**src/dbg_access_pkg.sv**
```systemverilog
// Constants, field layouts and carrier types for the debug access layer.
// Assumes a link layer that delivers register, key and memory requests.
package dbg_access_pkg;
  // Register offsets
  localparam logic [3:0] OFS_REVISION = 4'h0;
  localparam logic [3:0] OFS_ERROR = 4'h1;
  localparam logic [3:0] OFS_LINK_A = 4'h2;
  localparam logic [3:0] OFS_LINK_B = 4'h3;
  localparam logic [3:0] OFS_KEY_STATUS = 4'h7;
  localparam logic [3:0] OFS_RESET_REQ = 4'h8;
  localparam logic [3:0] OFS_CLK_SEL = 4'h9;
  localparam logic [3:0] OFS_SYS_CTRL = 4'ha;
  localparam logic [3:0] OFS_SYS_STATUS = 4'hb;
  localparam logic [3:0] OFS_CRC_STATUS = 4'hc;
  // Reset values and masks
  localparam logic [7:0] REVISION_VALUE = 8'h30;
  localparam logic [7:0] LINK_A_MASK = 8'hbf;
  localparam logic [7:0] LINK_B_MASK = 8'h1c;
  localparam logic [7:0] CLK_SEL_MASK = 8'h03;
  localparam logic [7:0] RESET_SIGNATURE = 8'h59;
  localparam logic [7:0] RESET_CLEAR = 8'h00;
  // Field positions
  localparam int LINK_DISABLE_BIT = 2;
  localparam int KEY_UROW_BIT = 5;
  localparam int KEY_NVM_BIT = 4;
  localparam int KEY_ERASE_BIT = 3;
  localparam int CTRL_FINAL_BIT = 1;
  localparam int CTRL_HOLD_BIT = 0;
  localparam int ST_RESET_BIT = 5;
  localparam int ST_ASLEEP_BIT = 4;
  localparam int ST_NVM_BIT = 3;
  localparam int ST_UROW_BIT = 2;
  localparam int ST_LOCK_BIT = 0;
  // Key signatures
  localparam logic [63:0] KEY_ERASE = 64'h4e564d4572617365;
  localparam logic [63:0] KEY_NVM = 64'h4e564d50726f6720;
  localparam logic [63:0] KEY_UROW = 64'h4e564d5573267465;
  localparam int KEY_BYTES = 8;
  // User-row buffer geometry
  localparam int UROW_BYTES = 32;
  localparam int UROW_AW = 5;
  localparam int MEM_AW = 16;

  typedef struct packed {
    logic we;
    logic [MEM_AW-1:0] addr;
    logic [7:0] data;
  } mem_req_t;

  typedef struct packed {
    logic urow;
    logic nvm;
    logic erase;
  } key_hits_t;

  typedef enum logic [4:0] {
    SES_IDLE = 5'b00001,
    SES_ERASE = 5'b00010,
    SES_NVM = 5'b00100,
    SES_UROW = 5'b01000,
    SES_COPY = 5'b10000
  } session_t;
endpackage

```
**src/key_matcher.sv**
```systemverilog
// Shifts in 64-bit key signatures a byte at a time and compares them.
// Assumes key_start precedes each key and bytes arrive least first.
`timescale 1ns/1ps
module key_matcher
(
  input wire logic clk,
  input wire logic reset,
  input wire logic key_start,
  input wire logic key_valid,
  input wire logic [7:0] key_byte,
  output dbg_access_pkg::key_hits_t hits
);
  logic [63:0] shift_r;
  logic [63:0] shift_nxt;
  logic [3:0] count_r;
  logic last_byte;

  // Newest byte enters at the top so the first byte ends lowest
  assign shift_nxt = {key_byte, shift_r[63:8]};
  assign last_byte = key_valid &&
    (count_r == 4'(dbg_access_pkg::KEY_BYTES - 1));

  // Byte counter restarts on each key frame
  always_ff @(posedge clk or posedge reset)
  begin
    if (reset)
    begin
      shift_r <= 64'h0;
      count_r <= 4'h0;
      hits <= '0;
    end
    else
    begin
      hits <= '0;
      if (key_start)
        count_r <= 4'h0;
      else if (key_valid)
      begin
        shift_r <= shift_nxt;
        count_r <= last_byte ? 4'h0 : count_r + 4'h1;
        if (last_byte)
        begin
          hits.erase <= shift_nxt == dbg_access_pkg::KEY_ERASE;
          hits.nvm <= shift_nxt == dbg_access_pkg::KEY_NVM;
          hits.urow <= shift_nxt == dbg_access_pkg::KEY_UROW;
        end
      end
    end
  end
endmodule

```
**src/user_row_copier.sv**
```systemverilog
// Copies the RAM staging buffer into the user row, byte for byte.
// Assumes RAM read data is valid in the same cycle as the address.
`timescale 1ns/1ps
module user_row_copier
#(
  parameter int BYTES = dbg_access_pkg::UROW_BYTES
)
(
  input wire logic clk,
  input wire logic reset,
  input wire logic start,
  input wire logic [7:0] ram_rd_data,
  output logic [dbg_access_pkg::UROW_AW-1:0] ram_rd_addr,
  output logic urow_wr,
  output logic [dbg_access_pkg::UROW_AW-1:0] urow_addr,
  output logic [7:0] urow_data,
  output logic done
);
  logic busy_r;
  logic fetch_r;
  logic last_addr;

  assign last_addr = ram_rd_addr == dbg_access_pkg::UROW_AW'(BYTES - 1);

  // One byte fetched per cycle; write trails fetch by one cycle
  always_ff @(posedge clk or posedge reset)
  begin
    if (reset)
    begin
      busy_r <= 1'b0;
      fetch_r <= 1'b0;
      ram_rd_addr <= '0;
      urow_wr <= 1'b0;
      urow_addr <= '0;
      urow_data <= 8'h00;
      done <= 1'b0;
    end
    else
    begin
      urow_wr <= fetch_r;
      done <= 1'b0;
      if (fetch_r)
      begin
        urow_addr <= ram_rd_addr;
        urow_data <= ram_rd_data;
      end
      if (start && !busy_r)
      begin
        busy_r <= 1'b1;
        fetch_r <= 1'b1;
        ram_rd_addr <= '0;
      end
      else if (fetch_r)
      begin
        if (last_addr)
          fetch_r <= 1'b0;
        else
          ram_rd_addr <= ram_rd_addr + 1'b1;
      end
      else if (busy_r && !urow_wr)
      begin
        busy_r <= 1'b0;
        done <= 1'b1;
      end
    end
  end
endmodule

```
**src/debug_key_nvm_access.sv**
```systemverilog
// Access-security layer of the single-wire debug port: registers,
// key sessions, system reset, memory gating, sleep and sync event.
// Assumes the link layer decodes frames and hands over register,
// key and memory requests as one-cycle strobes on clk.
`timescale 1ns/1ps
module debug_key_nvm_access
(
  input wire logic clk,
  input wire logic reset,
  input wire logic reg_wr,
  input wire logic reg_rd,
  input wire logic [3:0] reg_addr,
  input wire logic [7:0] reg_wdata,
  output logic [7:0] reg_rdata,
  input wire logic key_start,
  input wire logic key_valid,
  input wire logic [7:0] key_byte,
  input wire logic mem_valid,
  input wire dbg_access_pkg::mem_req_t mem_req,
  output logic mem_accept,
  output logic mem_refused,
  output logic bus_valid,
  output dbg_access_pkg::mem_req_t bus_req,
  input wire logic sync_pin,
  output logic sync_character_event,
  input wire logic lock_in,
  input wire logic sys_asleep,
  input wire logic sys_clk_stopped,
  input wire logic supply_low,
  input wire logic erase_done,
  input wire logic link_error_valid,
  input wire logic [2:0] link_error_code,
  input wire logic [2:0] crc_status_in,
  output logic system_reset,
  output logic erase_start,
  output logic bod_force,
  output logic clock_request,
  output logic sleep_emulate,
  output logic [7:0] link_ctrl_a,
  output logic [7:0] link_ctrl_b,
  output logic [1:0] clock_select,
  input wire logic [7:0] ram_rd_data,
  output logic [dbg_access_pkg::UROW_AW-1:0] ram_rd_addr,
  output logic urow_wr,
  output logic [dbg_access_pkg::UROW_AW-1:0] urow_addr,
  output logic [7:0] urow_data
);
  dbg_access_pkg::session_t session_r;
  dbg_access_pkg::session_t session_nxt;
  dbg_access_pkg::key_hits_t hits;
  logic [2:0] error_r;
  logic [2:0] keys_r;
  logic [7:0] reset_req_r;
  logic system_clock_hold_r;
  logic asleep_r;
  logic copy_start_r;
  logic copy_done;
  logic [7:0] rd_value;
  logic [7:0] key_status_value;
  logic [7:0] sys_status_value;
  logic wr_link_a;
  logic wr_link_b;
  logic wr_key;
  logic wr_rst;
  logic wr_clk_sel;
  logic wr_ctrl;
  logic rd_error;
  logic link_enabled;
  logic sig_write;
  logic release_write;
  logic final_write;
  logic urow_close;
  logic unavailable;
  logic bus_blocked;
  logic urow_mode;
  logic in_buffer;
  logic drop_write;

  // Register strobes decoded from the debug link only; no CPU path
  function automatic logic hit(input logic [3:0] a,
                               input logic [3:0] ofs);
    hit = a == ofs;
  endfunction

  assign wr_link_a = reg_wr && hit(reg_addr, dbg_access_pkg::OFS_LINK_A);
  assign wr_link_b = reg_wr && hit(reg_addr, dbg_access_pkg::OFS_LINK_B);
  assign wr_key = reg_wr && hit(reg_addr, dbg_access_pkg::OFS_KEY_STATUS);
  assign wr_rst = reg_wr && hit(reg_addr, dbg_access_pkg::OFS_RESET_REQ);
  assign wr_clk_sel = reg_wr && hit(reg_addr, dbg_access_pkg::OFS_CLK_SEL);
  assign wr_ctrl = reg_wr && hit(reg_addr, dbg_access_pkg::OFS_SYS_CTRL);
  assign rd_error = reg_rd && hit(reg_addr, dbg_access_pkg::OFS_ERROR);

  // Reset signature asserts, zero releases; other values only stored
  assign sig_write = wr_rst &&
    (reg_wdata == dbg_access_pkg::RESET_SIGNATURE);
  assign release_write = wr_rst && system_reset &&
    (reg_wdata == dbg_access_pkg::RESET_CLEAR);
  assign final_write = wr_ctrl &&
    reg_wdata[dbg_access_pkg::CTRL_FINAL_BIT];
  assign urow_close = wr_key && reg_wdata[dbg_access_pkg::KEY_UROW_BIT];
  assign link_enabled = !link_ctrl_b[dbg_access_pkg::LINK_DISABLE_BIT];

  // Status views assembled from live state
  assign key_status_value = {2'b00, keys_r, 3'b000};
  assign sys_status_value = {2'b00, system_reset, asleep_r,
    session_r == dbg_access_pkg::SES_NVM,
    urow_mode, 1'b0, lock_in};
  assign urow_mode = (session_r == dbg_access_pkg::SES_UROW) ||
    (session_r == dbg_access_pkg::SES_COPY);

  // Offsets 0-3 face the link layer, 7-12 the access layer; 4-6 read as zero
  assign rd_value =
    hit(reg_addr, dbg_access_pkg::OFS_REVISION) ?
      dbg_access_pkg::REVISION_VALUE :
    hit(reg_addr, dbg_access_pkg::OFS_ERROR) ? {5'b00000, error_r} :
    hit(reg_addr, dbg_access_pkg::OFS_LINK_A) ? link_ctrl_a :
    hit(reg_addr, dbg_access_pkg::OFS_LINK_B) ? link_ctrl_b :
    hit(reg_addr, dbg_access_pkg::OFS_KEY_STATUS) ? key_status_value :
    hit(reg_addr, dbg_access_pkg::OFS_RESET_REQ) ? reset_req_r :
    hit(reg_addr, dbg_access_pkg::OFS_CLK_SEL) ? {6'b000000, clock_select} :
    hit(reg_addr, dbg_access_pkg::OFS_SYS_CTRL) ?
      {7'b0000000, system_clock_hold_r} :
    hit(reg_addr, dbg_access_pkg::OFS_SYS_STATUS) ? sys_status_value :
    hit(reg_addr, dbg_access_pkg::OFS_CRC_STATUS) ?
      {5'b00000, crc_status_in} :
    8'h00;

  // Memory gating; reset, erase, a locked part outside the user-row session and a stopped clock without clock request all block
  assign unavailable = (session_r == dbg_access_pkg::SES_ERASE) &&
    supply_low;
  assign bus_blocked = system_reset || unavailable || !link_enabled ||
    (session_r == dbg_access_pkg::SES_ERASE) ||
    (sys_clk_stopped && !clock_request) ||
    (lock_in && !urow_mode);
  assign in_buffer = mem_req.addr <
    dbg_access_pkg::MEM_AW'(dbg_access_pkg::UROW_BYTES);
  assign drop_write = urow_mode && mem_req.we && !in_buffer;

  // Session sequencing on reset release and completion events
  always_comb
  begin
    session_nxt = session_r;
    case (session_r)
      dbg_access_pkg::SES_IDLE:
      begin
        if (release_write && keys_r[2'(dbg_access_pkg::KEY_ERASE_BIT - 3)])
          session_nxt = dbg_access_pkg::SES_ERASE;
        else if (release_write && keys_r[1] && !lock_in)
          session_nxt = dbg_access_pkg::SES_NVM;
        else if (release_write && keys_r[2] && lock_in)
          session_nxt = dbg_access_pkg::SES_UROW;
      end
      dbg_access_pkg::SES_ERASE:
        if (erase_done)
          session_nxt = dbg_access_pkg::SES_IDLE;
      dbg_access_pkg::SES_NVM:
        if (sig_write)
          session_nxt = dbg_access_pkg::SES_IDLE;
      dbg_access_pkg::SES_UROW:
        if (final_write)
          session_nxt = dbg_access_pkg::SES_COPY;
      dbg_access_pkg::SES_COPY:
        if (copy_done)
          session_nxt = dbg_access_pkg::SES_IDLE;
      default:
        session_nxt = dbg_access_pkg::SES_IDLE;
    endcase
    if (!link_enabled)
      session_nxt = dbg_access_pkg::SES_IDLE;
  end

  // Session state and the outputs it drives
  always_ff @(posedge clk or posedge reset)
  begin
    if (reset)
    begin
      session_r <= dbg_access_pkg::SES_IDLE;
      erase_start <= 1'b0;
      copy_start_r <= 1'b0;
      bod_force <= 1'b0;
    end
    else
    begin
      session_r <= session_nxt;
      erase_start <= (session_r != dbg_access_pkg::SES_ERASE) &&
        (session_nxt == dbg_access_pkg::SES_ERASE);
      copy_start_r <= (session_r == dbg_access_pkg::SES_UROW) &&
        (session_nxt == dbg_access_pkg::SES_COPY);
      bod_force <= session_nxt == dbg_access_pkg::SES_ERASE;
    end
  end

  // Key flags; a new match wins over a key clear in the same cycle; link disable clears all
  always_ff @(posedge clk or posedge reset)
  begin
    if (reset)
      keys_r <= 3'b000;
    else if (!link_enabled)
      keys_r <= 3'b000;
    else
    begin
      if (hits.erase)
        keys_r[0] <= 1'b1;
      else if (release_write)
        keys_r[0] <= 1'b0;
      if (hits.nvm)
        keys_r[1] <= 1'b1;
      else if (session_nxt == dbg_access_pkg::SES_NVM)
        keys_r[1] <= 1'b0;
      if (hits.urow)
        keys_r[2] <= 1'b1;
      else if (urow_close)
        keys_r[2] <= 1'b0;
    end
  end

  // System reset held from signature until zero is written
  always_ff @(posedge clk or posedge reset)
  begin
    if (reset)
    begin
      reset_req_r <= 8'h00;
      system_reset <= 1'b0;
    end
    else if (wr_rst)
    begin
      reset_req_r <= reg_wdata;
      if (sig_write)
        system_reset <= 1'b1;
      else if (release_write)
        system_reset <= 1'b0;
    end
  end

  // Link configuration; disabling the link wipes control A and re-arms hold
  always_ff @(posedge clk or posedge reset)
  begin
    if (reset)
    begin
      link_ctrl_a <= 8'h00;
      link_ctrl_b <= 8'h00;
      clock_select <= 2'b00;
      system_clock_hold_r <= 1'b1;
    end
    else
    begin
      if (wr_link_b)
        link_ctrl_b <= reg_wdata & dbg_access_pkg::LINK_B_MASK;
      if (!link_enabled)
      begin
        link_ctrl_a <= 8'h00;
        system_clock_hold_r <= 1'b1;
      end
      else
      begin
        if (wr_link_a)
          link_ctrl_a <= reg_wdata & dbg_access_pkg::LINK_A_MASK;
        if (wr_clk_sel)
          clock_select <= reg_wdata[1:0];
        if (wr_ctrl)
          system_clock_hold_r <= reg_wdata[dbg_access_pkg::CTRL_HOLD_BIT];
      end
    end
  end

  // Error code sticks until read; a new error beats the read clear
  always_ff @(posedge clk or posedge reset)
  begin
    if (reset)
      error_r <= 3'b000;
    else if (link_error_valid)
      error_r <= link_error_code;
    else if (rd_error)
      error_r <= 3'b000;
  end

  // Read data, sleep view and clock request; link side never sleeps
  always_ff @(posedge clk or posedge reset)
  begin
    if (reset)
    begin
      reg_rdata <= 8'h00;
      asleep_r <= 1'b0;
      clock_request <= 1'b0;
      sleep_emulate <= 1'b0;
      sync_character_event <= 1'b0;
    end
    else
    begin
      if (reg_rd)
        reg_rdata <= rd_value;
      asleep_r <= sys_asleep;
      clock_request <= link_enabled && system_clock_hold_r;
      sleep_emulate <= link_enabled && system_clock_hold_r &&
        sys_asleep;
      sync_character_event <= sync_pin;
    end
  end

  // No event inputs exist; this port only generates its sync event
  // Memory requests forwarded, refused or silently dropped
  always_ff @(posedge clk or posedge reset)
  begin
    if (reset)
    begin
      bus_valid <= 1'b0;
      bus_req <= '0;
      mem_accept <= 1'b0;
      mem_refused <= 1'b0;
    end
    else
    begin
      bus_valid <= 1'b0;
      mem_accept <= 1'b0;
      mem_refused <= 1'b0;
      if (mem_valid)
      begin
        if (bus_blocked || (urow_mode && !mem_req.we))
          mem_refused <= 1'b1;
        else
        begin
          mem_accept <= 1'b1;
          bus_valid <= !drop_write;
          bus_req <= mem_req;
        end
      end
    end
  end

  key_matcher u_keys
  (
    .clk(clk),
    .reset(reset),
    .key_start(key_start),
    .key_valid(key_valid),
    .key_byte(key_byte),
    .hits(hits)
  );

  user_row_copier #(.BYTES(dbg_access_pkg::UROW_BYTES)) u_copy
  (
    .clk(clk),
    .reset(reset),
    .start(copy_start_r),
    .ram_rd_data(ram_rd_data),
    .ram_rd_addr(ram_rd_addr),
    .urow_wr(urow_wr),
    .urow_addr(urow_addr),
    .urow_data(urow_data),
    .done(copy_done)
  );
endmodule

```
**config.mk**
```make
export PLATFORM = sky130hd
export DESIGN_NAME = debug_key_nvm_access
export DESIGN_NICKNAME = d
export VERILOG_FILES = /design/src/dbg_access_pkg.sv /design/src/key_matcher.sv /design/src/user_row_copier.sv /design/src/debug_key_nvm_access.sv
export SDC_FILE = /design/constraint.sdc
export NUM_CORES = 1
export LEC_CHECK = 0
export BUFFER_PORTS_ARGS = -buffer_cell sky130_fd_sc_hd__buf_4
export CAP_MARGIN = 20
export CORE_MARGIN = 1
export CORE_UTILIZATION = 50
export CTS_CLUSTER_DIAMETER = 50
export DETAILED_ROUTE_END_ITERATION = 12
export PLACE_DENSITY = 0.73
export SLEW_MARGIN = 20
export SYNTH_ARGS = -nofsm -noshare
export SYNTH_HDL_FRONTEND = slang
export SYNTH_SLANG_ARGS = --single-unit
export TNS_END_PERCENT = 30
```
**constraint.sdc**
```tcl
create_clock -name clk -period 10.7 [get_ports clk]
set_clock_uncertainty 0.15 [all_clocks]
set_input_delay 0.535 -clock clk [delete_from_list [all_inputs] [get_ports clk]]
set_output_delay 0.535 -clock clk [all_outputs]
set_load 0.1 [all_outputs]
```
==> results.md, run 1 <==
- Gates resized, CTS repair: 0
- Worst setup EP type: output port
- Min setup slack post-route: slightly above 8000 ps
- Avg WL per Cell: 17.6 um
- Fmax: 417 MHz
- Initial antenna violation count: 0
- Hold crit path type: input pin to flop
- Max-cap violation count: 0
- Detail Route Antenna Nets: 0
- R2R Path Start: session_r[1]$_DFF_PP0_
- Clock Path Buffers: 2
- Switching Fraction: between 40% and 50%
- Port Buffers: 144
- Fin area: between 9000 and 10000 um^2
- Pre-antenna DRT Iters: 4
- Post-synth cell types: 68
- Worst vdd ir: approximately 160 uV
- GRT Residual Overflow: 0
- Required time worst endpoint: ~10000 ps
- Pre-CTS setup slack: around 8000 ps
- DR DRC count: 0
- Die X: 123 um
- Vias in the first global route: between 5000 and 6000
- Reg-to-Reg End: bus_req[17]$_DFFE_PP0P_
- Hold depth: 1
- Internal: around 0.0014 W
- CTS Sinks: ~160
- Hold Crit Endpoint: sync_character_event$_DFF_PP0_
- Rows: 43
- Vias: between 5000 and 6000
- Endpoints failing hold: 0
- Routability-driven placement congestion ratio: slightly below 0.9
- Root buffer cell: clkbuf_16
- Slowest CP cell: dfrtp_1
- Starting density of the core: between 50% and 60%
- Post-CTS setup buffers: 0
- CP max FO: 19
- Asr flop ratio synth: 100%
- Clock transition at path regs: 60 ps
- Fin Setup TNS: 0 ps
- Register bit total from synthesis: ~160
- Avg Vias per Cell: 5.71
- FILL cells: approximately 1100
- Power Density: 263 nW/um^2
- Netlist Area Pre-Place: 7270 um^2
- Area growth, synth to finish: 23.8%
- Drt initial violations: between 300 and 400
- Diode count: 0
- Cells after synthesis: a little under 600
- CP arrival: around 1700 ps
- Leak: 4.14 nW
- Worst path bufs/invs: 1
- Share of cells above drive strength 1: between 30 and 40%
- Syn_area_per_cell: approximately 12 um^2
- Seq/Total Area, Yosys: 55.4%
- DP Area: between 8000 and 9000 um^2
- Ports: approximately 150
- Final Setup Violations: 0
- Worst-margin pin slew: 994 ps
- Clock power share: between 20% and 30%
- Critical path type: flop to output port
- Clock H-tree levels: 4
- Sw Pwr: between 0.001 and 0.0015 W
- Full die area: about 15000 um^2
- Synth Warn #: 0
- Max-slew violation count: 0
- TritonCTS Buffers: 17
- Critical-path cell list: buf_4
- Total GRT Usage: between 20% and 30%
- CP startpoint kind: flop
- Status: complete, no violations
- Unrepaired setup endpoints after global routing: no
- Slowest Stage Delay on Critical Path: a little under 900 ps
- FF-to-FF path depth: 5
- R2R Setup Slk: ~8300 ps
- Seq pwr share: between 30% and 40%
- Combinational Power Share: 38.4%
- CP top delay family: flip-flops
- Crit path time final: ~2400 ps
- Final wirelength: 16100 um
- Worst-Skew Late Latency: about 420 ps
- HP Start: sync_pin
- Fin nets: between 700 and 800
- CTS tree: yes
- First-pass GRT wire length: about 26000 um
- Post-synth EDFFs: 0
- Primary FF master, synth: dfrtp_1
- Placed wire-length estimate: between 10000 and 15000 um
- Largest net degree at the start of global routing: around 110
- Die H: approximately 120 um
- Tcrit/Tclk final: between 20% and 30%
- Slew headroom: about a third
- Cts hold-fix bufs: 0
- Core box area: between 10000 and 15000 um^2
power by group through the flow:
stage	sequential [W]	clock [W]	combinational, W
2_1_floorplan	0.00137	0	0.000233
3_3_place_gp	0.000891	0	0.000899
3_5_place_dp	0.000901	0	0.000910
4_1_cts	0.000893	0.000579	0.000914
5_1_grt	0.000916	0.000603	0.000946
6_report	0.000894	0.000565	0.000909
how the worst max path moves through the flow:
stage	start	end	slack (ps)	cells after the start
after floorplan	reset	asleep_r$_DFF_PP0_	5670	1
after global placement	session_r[1]$_DFF_PP0_	bus_req[16]$_DFFE_PP0P_	8120	4
after detailed placement	session_r[1]$_DFF_PP0_	bus_req[21]$_DFFE_PP0P_	8040	4
after CTS	session_r[1]$_DFF_PP0_	bus_req[17]$_DFFE_PP0P_	8040	4
after global routing	session_r[1]$_DFF_PP0_	bus_req[17]$_DFFE_PP0P_	8200	5
final	link_ctrl_b[2]$_DFFE_PP0P_	link_ctrl_b[2]	8300	1
flip-flops by register name, summed over array words and instances, names as in the netlist, 2 cells and up:
register            flops
u_keys.shift_r         56
bus_req                25
reg_rdata               8
reset_req_r             8
u_copy.urow_data        8
link_ctrl_a             7
session_r               5
u_copy.ram_rd_addr      5
u_copy.urow_addr        5
u_keys.count_r          4
error_r                 3
keys_r                  3
link_ctrl_b             3
u_keys.hits             3
clock_select            2
cells in the final DEF, fill, tap and decap left out, types with 4 or more instances in the layout:
cell type	count
dfrtp_1	159
buf_4	146
mux2_2	88
nand2_1	32
nor2_1	29
a21oi_1	23
nand3_1	20
mux2_4	18
clkbuf_16	17
inv_1	14
nand4_1	10
nor4bb_1	10
nor3_1	9
and3_1	9
nor2b_1	8
o21ai_0	8
nand2b_1	7
nor4_1	7
nand3b_1	6
conb_1	6
xor2_1	5
o2bb2ai_1	5
or3_1	4
o22ai_1	4
mux2i_1	4
or4_1	4
a211oi_1	4
and2_1	4
clkbuf_1	4
clkinvlp_4	4
synthesized netlist by cell type, types with 2 or more instances:
cell         n  share of area [%]
dfrtp_1    159                 55
mux2_2      88                 14
nand2_1     32                1.7
nor2_1      29                1.5
a21oi_1     23                1.6
nand3_1     20                1.4
mux2_4      18                3.7
inv_1       15               0.77
clkbuf_1    12               0.62
buf_2       11               0.76
nand4_1     10               0.86
nor4bb_1    10                1.4
and3_1       9               0.77
nor2b_1      9               0.77
nor3_1       9               0.62
o21ai_0      8               0.55
buf_4        7               0.72
nand2b_1     7               0.60
nor4_1       7               0.60
nand3b_1     6               0.62
o2bb2ai_1    5               0.60
xor2_1       5               0.60
a211oi_1     4               0.41
and2_1       4               0.34
mux2i_1      4               0.55
o22ai_1      4               0.34
or3_1        4               0.34
or4_1        4               0.41
a22o_1       3               0.36
a22oi_1      3               0.31
a31oi_1      3               0.26
buf_1        3               0.15
buf_6        3               0.46
ha_1         3               0.52
nand4b_1     3               0.36
nor3b_1      3               0.31
o22a_1       3               0.36
a21boi_0     2               0.21
a32oi_1      2               0.24
and4_1       2               0.24
and4b_1      2               0.28
dfstp_2      2               0.72
nor4b_1      2               0.24
area by class of cell:
| type | instances | area, um^2 | share of cell area (%) |
|---|---|---|---|
| Sequential cell | 161 | 4030 | 44.8 |
| Clock inverter | 7 | 77.6 | 0.862 |
| Tap cell | 180 | 225 | 2.50 |
| Multi-Input combinational cell | 380 | 3010 | 33.5 |
| Clock buffer | 23 | 468 | 5.20 |
| Timing Repair Buffer | 147 | 1120 | 12.5 |
| Inverter | 15 | 61.3 | 0.681 |
cells by family after synthesis:
group,Yosys count,share of synthesized area [%]
adders and majority gates,3,0.516
buffers and inverters,51,3.49
and+or+nand+nor,184,14.9
muxes,110,17.9
other,1,0.0516
xor gates and xnor gates,6,0.723
DFF,161,55.4
AOI/OAI and AO/OA,71,6.95
through the flow:
stage	std cells	total power, W	util, %	hold slack (ps)
5_1_grt	913	0.00247	64.1	50.8
3_5_place_dp	882	0.00181	60.0	286
2_1_floorplan	592	0.00160	-	202
4_1_cts	912	0.00239	63.9	52.1
3_3_place_gp	882	0.00179	60.0	292
6_report	913	0.00237	64.1	69.3
routing by layer:
layer	vias up	track usage, %	share of wire, %
met1	2598	29.6	44
met4	0	6.63	1.1
met3	16	6.09	7.0
met2	199	35.9	48
met5	-	0	0
li1	2398	-	-
Note: power is estimated with default switching activity, not from simulation.
==> run 2, diff against run 1 <==
--- a/config.mk
+++ b/config.mk
@@ -5,6 +5,7 @@
 export SDC_FILE = /design/constraint.sdc
 export NUM_CORES = 1
 export LEC_CHECK = 0
+export ABC_AREA = 1
 export BUFFER_PORTS_ARGS = -buffer_cell sky130_fd_sc_hd__buf_4
 export CAP_MARGIN = 20
 export CORE_MARGIN = 1
==> constraint.sdc (replaced) <==
create_clock -name clk -period 2.4 [get_ports clk]
set_clock_uncertainty 0.15 [all_clocks]
set_input_delay 0.12 -clock clk [delete_from_list [all_inputs] [get_ports clk]]
set_output_delay 0.12 -clock clk [all_outputs]
set_load 0.1 [all_outputs]
==> run 2 against run 1 <==
  * Clock-buffer cell count is the same
  * Utilization up 7.8 points
  * Largest cell class unchanged
  * Final cell count up 35%
  * Flip-flop and latch count is the same
==> results.md, run 2 <==
- Cells after synthesis: 816
- Vias: between 6000 and 7000
- Max-cap violation count: 0
- Primary FF master, synth: dfrtp_1
- Max FFs per register: 56
- Full die area: about 14000 um^2
- Avg WL per Cell: 14.6 um
- Largest net degree at the start of global routing: between 80 and 90
- Fin nets: roughly 1100
- Vias in the first global route: a little over 6000
- Starting density of the core: 51.9%
- Critical-path cell list: dlygate4sd3_1 -> buf_4 -> nor2_4 -> dlygate4sd3_1 -> inv_2 -> nor2_4 -> nand2_2 -> nor3_2 -> inv_1 -> nand3_1 -> nand4_1 -> o21bai_1
- CP max FO: 6
- Most flop-heavy register: u_keys.shift_r
- Most common cell after layout, fill and taps aside: nand2_1
- Asr flop ratio synth: 100%
- Worst vdd ir: 495 uV
- Slew headroom: roughly 49%
- Status: complete, no violations
- CTS tree: yes
- Post-synth EDFFs: 0
- CP arrival: 2480 ps
- Final wirelength: about 18000 um
- Area contributors post-synth: dfrtp_1 57%, nand2_1 14%, o21ai_0 6.2%, inv_1 5.6%, nor2_1 2.3%
- Ports: approximately 150
- Required time worst endpoint: about 2600 ps
- CP top delay family: buffers and inverters
- Combinational Power Share: 18.5%
- Synth Warn #: 0
- Final Setup Violations: 0
- Sw Pwr: 0.00210 W
- Worst-Skew Late Latency: roughly 420 ps
- Most frequent cells in the layout: 264 x nand2_1, 159 x dfrtp_1, 157 x buf_4
- Utilization after layout: 71.9%
- First-pass GRT wire length: approximately 29000 um
- Endpoints failing hold: 0
- DP Cell Count: approximately 1100
- Clock transition at path regs: ~60 ps
- Switching Fraction: ~29%
- Netlist Area Pre-Place: around 7000 um^2
- Fin Setup TNS: 0 ps
- FILL cells: 998
- Core box area: between 10000 and 15000 um^2
- Hold crit path type: input pin to flop
- Reg area: roughly 4000 um^2
- Slowest Stage Delay on Critical Path: roughly 600 ps
- Internal: roughly 0.0051 W
- Post-synth cell types: just over 40
- Register bit total from synthesis: 161
- Power Density: between 700 and 800 nW/um^2
- TritonCTS Buffers: 17
- Commonest cells in the netlist: 264 x nand2_1, 159 x dfrtp_1, 104 x inv_1
- CP startpoint kind: input pin
- Port Buffers: approximately 140
- Avg Vias per Cell: 5.13
- GRT Residual Overflow: 0
- Non-filler cells, final: ~1200
- CTS Sinks: about 160
- Slowest CP cell: dlygate4sd3_1
- Total GRT Usage: 26.1%
- Most frequent cell after synthesis: nand2_1
- Critical path type: input pin to flop
- Hold Slack: ~34 ps
- Root buffer cell: clkbuf_16
- Max-slew violation count: 0
- Share of cells above drive strength 1: between 10% and 20%
- Area growth, synth to finish: 38.4%
- Rows: 42
- Detail Route Antenna Nets: 0
- Post-synth top area share: 57.0%
- Initial antenna violation count: 0
- Placed wire-length estimate: 11500 um
- Seq/Total Area, Yosys: 57.7%
- Top Registers: u_keys.shift_r x56, bus_req x25
- Die H: 120 um
- Drt initial violations: 611
- Worst path bufs/invs: 5
- Syn_area_per_cell: between 8 and 9 um^2
- Worst setup EP type: flop
- DP Area: between 8000 and 9000 um^2
- Crit path time final: between 2000 and 2500 ps
- Tcrit/Tclk final: a little over nine tenths
- Leak: about 4.9 nW
- Fin area: roughly 9700 um^2
- Die X: roughly 120 um
- DR DRC count: 0
- Worst-margin pin slew: 760 ps
- Diode count: 0
- Pre-antenna DRT Iters: 5
- Clock H-tree levels: 4
- Clock power share: approximately 38%
- Seq pwr share: 43.8%
- Largest area contributor in the synthesized netlist: dfrtp_1
- Routability-driven placement congestion ratio: between 0.8 and 0.9
- Clock Path Buffers: 2
- Fmax: between 400 and 500 MHz
- Area taken by multi-input logic gates: roughly 2400 um^2
## run 2: cell types whose count changed after synthesis, moves of 7 or more
cell and delta:
nor4bb_1 -10, nor2_1 +14, buf_2 -8, o21ai_0 +78, mux2_4 -18, nand2b_1 -7, nor4_1 +12, mux2_2 -88
and3_1 -8, nand2_1 +232, inv_1 +89, nor2b_1 -9, nand4_1 +8
## run 2: area by class of cell
cell class / instances / area share [%]
timing repair buffer: 233 / 20.4
clock buffer: 23 / 5.05
tap: 176 / 2.28
sequential: 161 / 41.7
clock inverter: 6 / 1.09
inverter: 108 / 4.26
multi-input combinational: 527 / 25.3
## run 2: what timing repair did
action	CTS	global route
hold buffers	73	0
endpoints found under the hold margin	121	0
buffers inserted	0	4
setup endpoints to repair	0	5
gates resized for setup	0	2
## run 2: metal layers
| layer | track usage (%) | vias to the layer above | wire length [um] |
|---|---|---|---|
| met5 | 0 | - | 0 |
| met4 | 10.0 | 0 | 432 |
| met3 | 5.28 | 44 | 1120 |
| met2 | 43.5 | 255 | 8770 |
| met1 | 33.4 | 2953 | 7730 |
| li1 | - | 3084 | - |
## run 2: metrics by stage
step                setup slack (ps)  total power, W
CTS                              103         0.00726
global route                   -4.12         0.00750
detailed placement               437         0.00442
finish                           112         0.00722
global placement                 475         0.00440
floorplan                      -2.61         0.00403
## run 2: final timing paths
check	from	to	slack, ps	depth (start not counted)
setup reg to reg	session_r[2]$_DFF_PP0_	mem_refused$_DFF_PP0_	290	9
max in group asynchronous	reset	session_r[0]$_DFF_PP1_	1150	4
min in group asynchronous	reset	u_copy.urow_addr[1]$_DFFE_PP0P_	260	3
hold reg to reg	u_keys.hits[0]$_DFF_PP0_	keys_r[0]$_DFFE_PP0P_	320	2
hold / removal	lock_in	session_r[0]$_DFF_PP1_	30	5
setup / recovery	reg_addr[1]	keys_r[1]$_DFFE_PP0P_	110	12
## run 2: power by group through the flow
stage	clock (W)	sequential, W	combinational (W)
after global placement	0	0.00319	0.00121
after global routing	0.00287	0.00319	0.00144
after floorplan	0	0.00358	0.000454
after detailed placement	0	0.00320	0.00122
after CTS	0.00277	0.00316	0.00133
final	0.00272	0.00316	0.00134
## run 2: cells by family (layout without fill, tap and decap cells)
group	after synthesis	count (layout)	share of synthesized area, %
DFF	161	161	57.7
adders and majority gates	3	3	0.537
and+or+nand+nor	388	388	23.9
buffers and inverters	133	370	7.77
AOI/OAI and AO/OA	129	129	9.94
other	1	6	0.0537
xor gates and xnor gates	1	1	0.125
## run 2: worst reg2reg max path, stage by stage, from the launching register on
cell and delay [ps]:
dfrtp_1 420, nor2_1 190, nand3_1 160, nand2_2 160, nand2_1 120, o21ai_2 110
nand2_1 70, nand2_1 60, dlygate4sd3_1 540, inv_1 40
==> run 3, diff against run 2 <==
--- a/config.mk
+++ b/config.mk
@@ -10,6 +10,7 @@
 export CAP_MARGIN = 20
 export CORE_MARGIN = 1
 export CORE_UTILIZATION = 50
+export CTS_BUF_LIST = sky130_fd_sc_hd__clkbuf_8
 export CTS_CLUSTER_DIAMETER = 50
 export DETAILED_ROUTE_END_ITERATION = 12
 export PLACE_DENSITY = 0.73
==> constraint.sdc (replaced) <==
create_clock -name clk -period 2.4 [get_ports clk]
set_clock_uncertainty 0.15 [all_clocks]
set_input_delay 0.12 -clock clk [delete_from_list [all_inputs] [get_ports clk]]
set_output_delay 0.12 -clock clk [all_outputs]
set_load 0.01 [all_outputs]
==> run 3 against run 2 <==
  * Sequential share of layout area is 0.77 points higher
  * Register-to-register slack hardly changed
  * Critical path depth is 3 lower
  * Critical path type unchanged
  * Critical endpoint is now reg_rdata[6]$_DFFE_PP0P_
  * Highest routed layer unchanged
==> results.md, run 3 (synthesized netlist as in run 2, its figures left out) <==
- Status: complete, no violations
- CTS Sinks: 161
- Worst-Skew Late Latency: ~460 ps
- Detail Route Antenna Nets: 0
- Worst-margin pin slew: roughly 750 ps
- Fmax: ~430 MHz
- Max-slew violation count: 0
- Core box area: approximately 13000 um^2
- Crit path time final: between 2000 and 2500 ps
- TritonCTS Buffers: 17
- Reg area: about 4000 um^2
- R2R Setup Slk: around 300 ps
- Die X: ~120 um
- Drt initial violations: between 500 and 600
- Die H: about 120 um
- Required time worst endpoint: ~2700 ps
- Vias: around 6300
- FF-to-FF path depth: 9
- Root buffer cell: clkbuf_8
- Total GRT Usage: a little over a quarter
- Largest net degree at the start of global routing: 81
- Vias in the first global route: around 6000
- Area taken by multi-input logic gates: between 2000 and 2500 um^2
- Unrepaired setup endpoints after global routing: no
- CP max FO: 8
- Fin nets: 1125
- First-pass GRT wire length: around 29000 um
- Clock power share: 33.4%
- Top Registers: u_keys.shift_r x56, bus_req x25
- Max-cap violation count: 0
- Port Buffers: approximately 140
- Placed wire-length estimate: around 12000 um
- Combinational Power Share: ~15%
- Area growth, synth to finish: 35.9%
- Ports: around 150
- Most frequent cells in the layout: 264 x nand2_1, 159 x dfrtp_1, 153 x buf_4
- Fin Setup TNS: 0 ps
- DR DRC count: 0
- Routability-driven placement congestion ratio: between 0.8 and 0.9
- Avg WL per Cell: ~14 um
- Clock transition at path regs: 80 ps
- Final wirelength: ~18000 um
- Starting density of the core: between 50 and 60%
- Final Setup Violations: 0
- Avg Vias per Cell: about 5
- Internal: between 0.004 and 0.005 W
- Sw Pwr: ~0.0016 W
- Initial antenna violation count: 0
- Switching Fraction: 26.2%
- Leak: around 4.8 nW
- Full die area: ~14000 um^2
- CP arrival: between 2000 and 3000 ps
- Slew headroom: 50.0%
- Pre-antenna DRT Iters: 5
- Non-filler cells, final: 1235
- DP Cell Count: 1128
- Share of cells above drive strength 1: 19.4%
- Critical path type: input pin to flop
- Clock Path Buffers: 2
- Seq pwr share: 51.8%
- Tcrit/Tclk final: a little over nine tenths
- Diode count: 0
- Most flop-heavy register: u_keys.shift_r
- GRT Residual Overflow: 0
- Worst setup EP type: flop
- Hold depth: 6
- Rows: 42
- Max FFs per register: 56
- Clock H-tree levels: 4
- Hold crit path type: input pin to flop
- Worst vdd ir: 474 uV
- Power Density: 641 nW/um^2
- Most common cell after layout, fill and taps aside: nand2_1
- CP startpoint kind: input pin
- FILL cells: about 1000
- CTS tree: yes
- Endpoints failing hold: 0
[run 3: cell types whose count changed in the layout (fill, tap and decap cells not counted), sizes merged]
| cell | previous run | this run |
|---|---|---|
| buf | 160 | 156 |
| clkbuf | 23 | 21 |
| dlygate4sd3 | 73 | 78 |
| inv | 105 | 107 |
[run 3: per-layer routing]
layer / up-vias / part of all wire [%] / GRT usage, %
met5: - / 0 / 0
met1: 2973 / 43 / 33.1
li1: 3087 / - / -
met3: 38 / 5.7 / 6.60
met4: 0 / 2.1 / 9.06
met2: 235 / 49 / 43.5
[run 3: through the flow]
step | hold slack (ps) | utilization (%) | power, W | worst slack (ps) | instance area (um^2)
2_1_floorplan | 1.43 | - | 0.00360 | 88.8 | 7010
5_1_grt | 92.9 | 70.6 | 0.00638 | 10.8 | 9490
6_report | 94.1 | 70.6 | 0.00609 | 58.4 | 9490
3_5_place_dp | 80.7 | 61.8 | 0.00398 | 437 | 8310
3_3_place_gp | 79.1 | 61.8 | 0.00396 | 475 | 8310
4_1_cts | 41.1 | 70.6 | 0.00613 | 93.9 | 9490
[run 3: power groups by stage]
stage | clock network [W] | logic, W | registers, W
after floorplan | 0 | 0.000415 | 0.00319
after global placement | 0 | 0.000770 | 0.00319
after detailed placement | 0 | 0.000783 | 0.00320
after CTS | 0.00209 | 0.000889 | 0.00315
after global routing | 0.00220 | 0.00100 | 0.00319
final | 0.00204 | 0.000897 | 0.00316
[run 3: worst paths after layout]
check | start | to
max | reg_addr[1] | reg_rdata[6]$_DFFE_PP0P_
max in group asynchronous | reset | session_r[0]$_DFF_PP1_
max reg2reg | session_r[2]$_DFF_PP0_ | mem_refused$_DFF_PP0_
min | reg_addr[3] | reg_rdata[4]$_DFFE_PP0P_
min in group asynchronous | reset | u_keys.shift_r[23]$_DFFE_PP0P_
min reg2reg | u_copy.urow_data[4]$_DFFE_PP0P_ | u_copy.urow_data[4]$_DFFE_PP0P_
[run 3: area by class of cell]
class                      instances  area share, %
sequential                       161           42.5
multi-input combinational        527           25.7
timing repair buffer             234           21.0
inverter                         108           4.34
clock buffer                      21           3.04
tap                              176           2.32
clock inverter                     8           1.19
[run 3: worst max-delay path: stages]
cell and delay (ps):
dlygate4sd3_1 540, buf_4 160, nor2_4 180, dlygate4sd3_1 600
inv_2 50, nor2_4 190, dlygate4sd3_1 600, nand3_1 80
nand2_1 60
[run 3: timing repair]
action                     in CTS  in global routing
setup buffers                   0                  0
resized for setup               0                  1
setup endpoints to repair       0                  1
hold buffers                   78                  0
hold endpoints to repair      126                  0
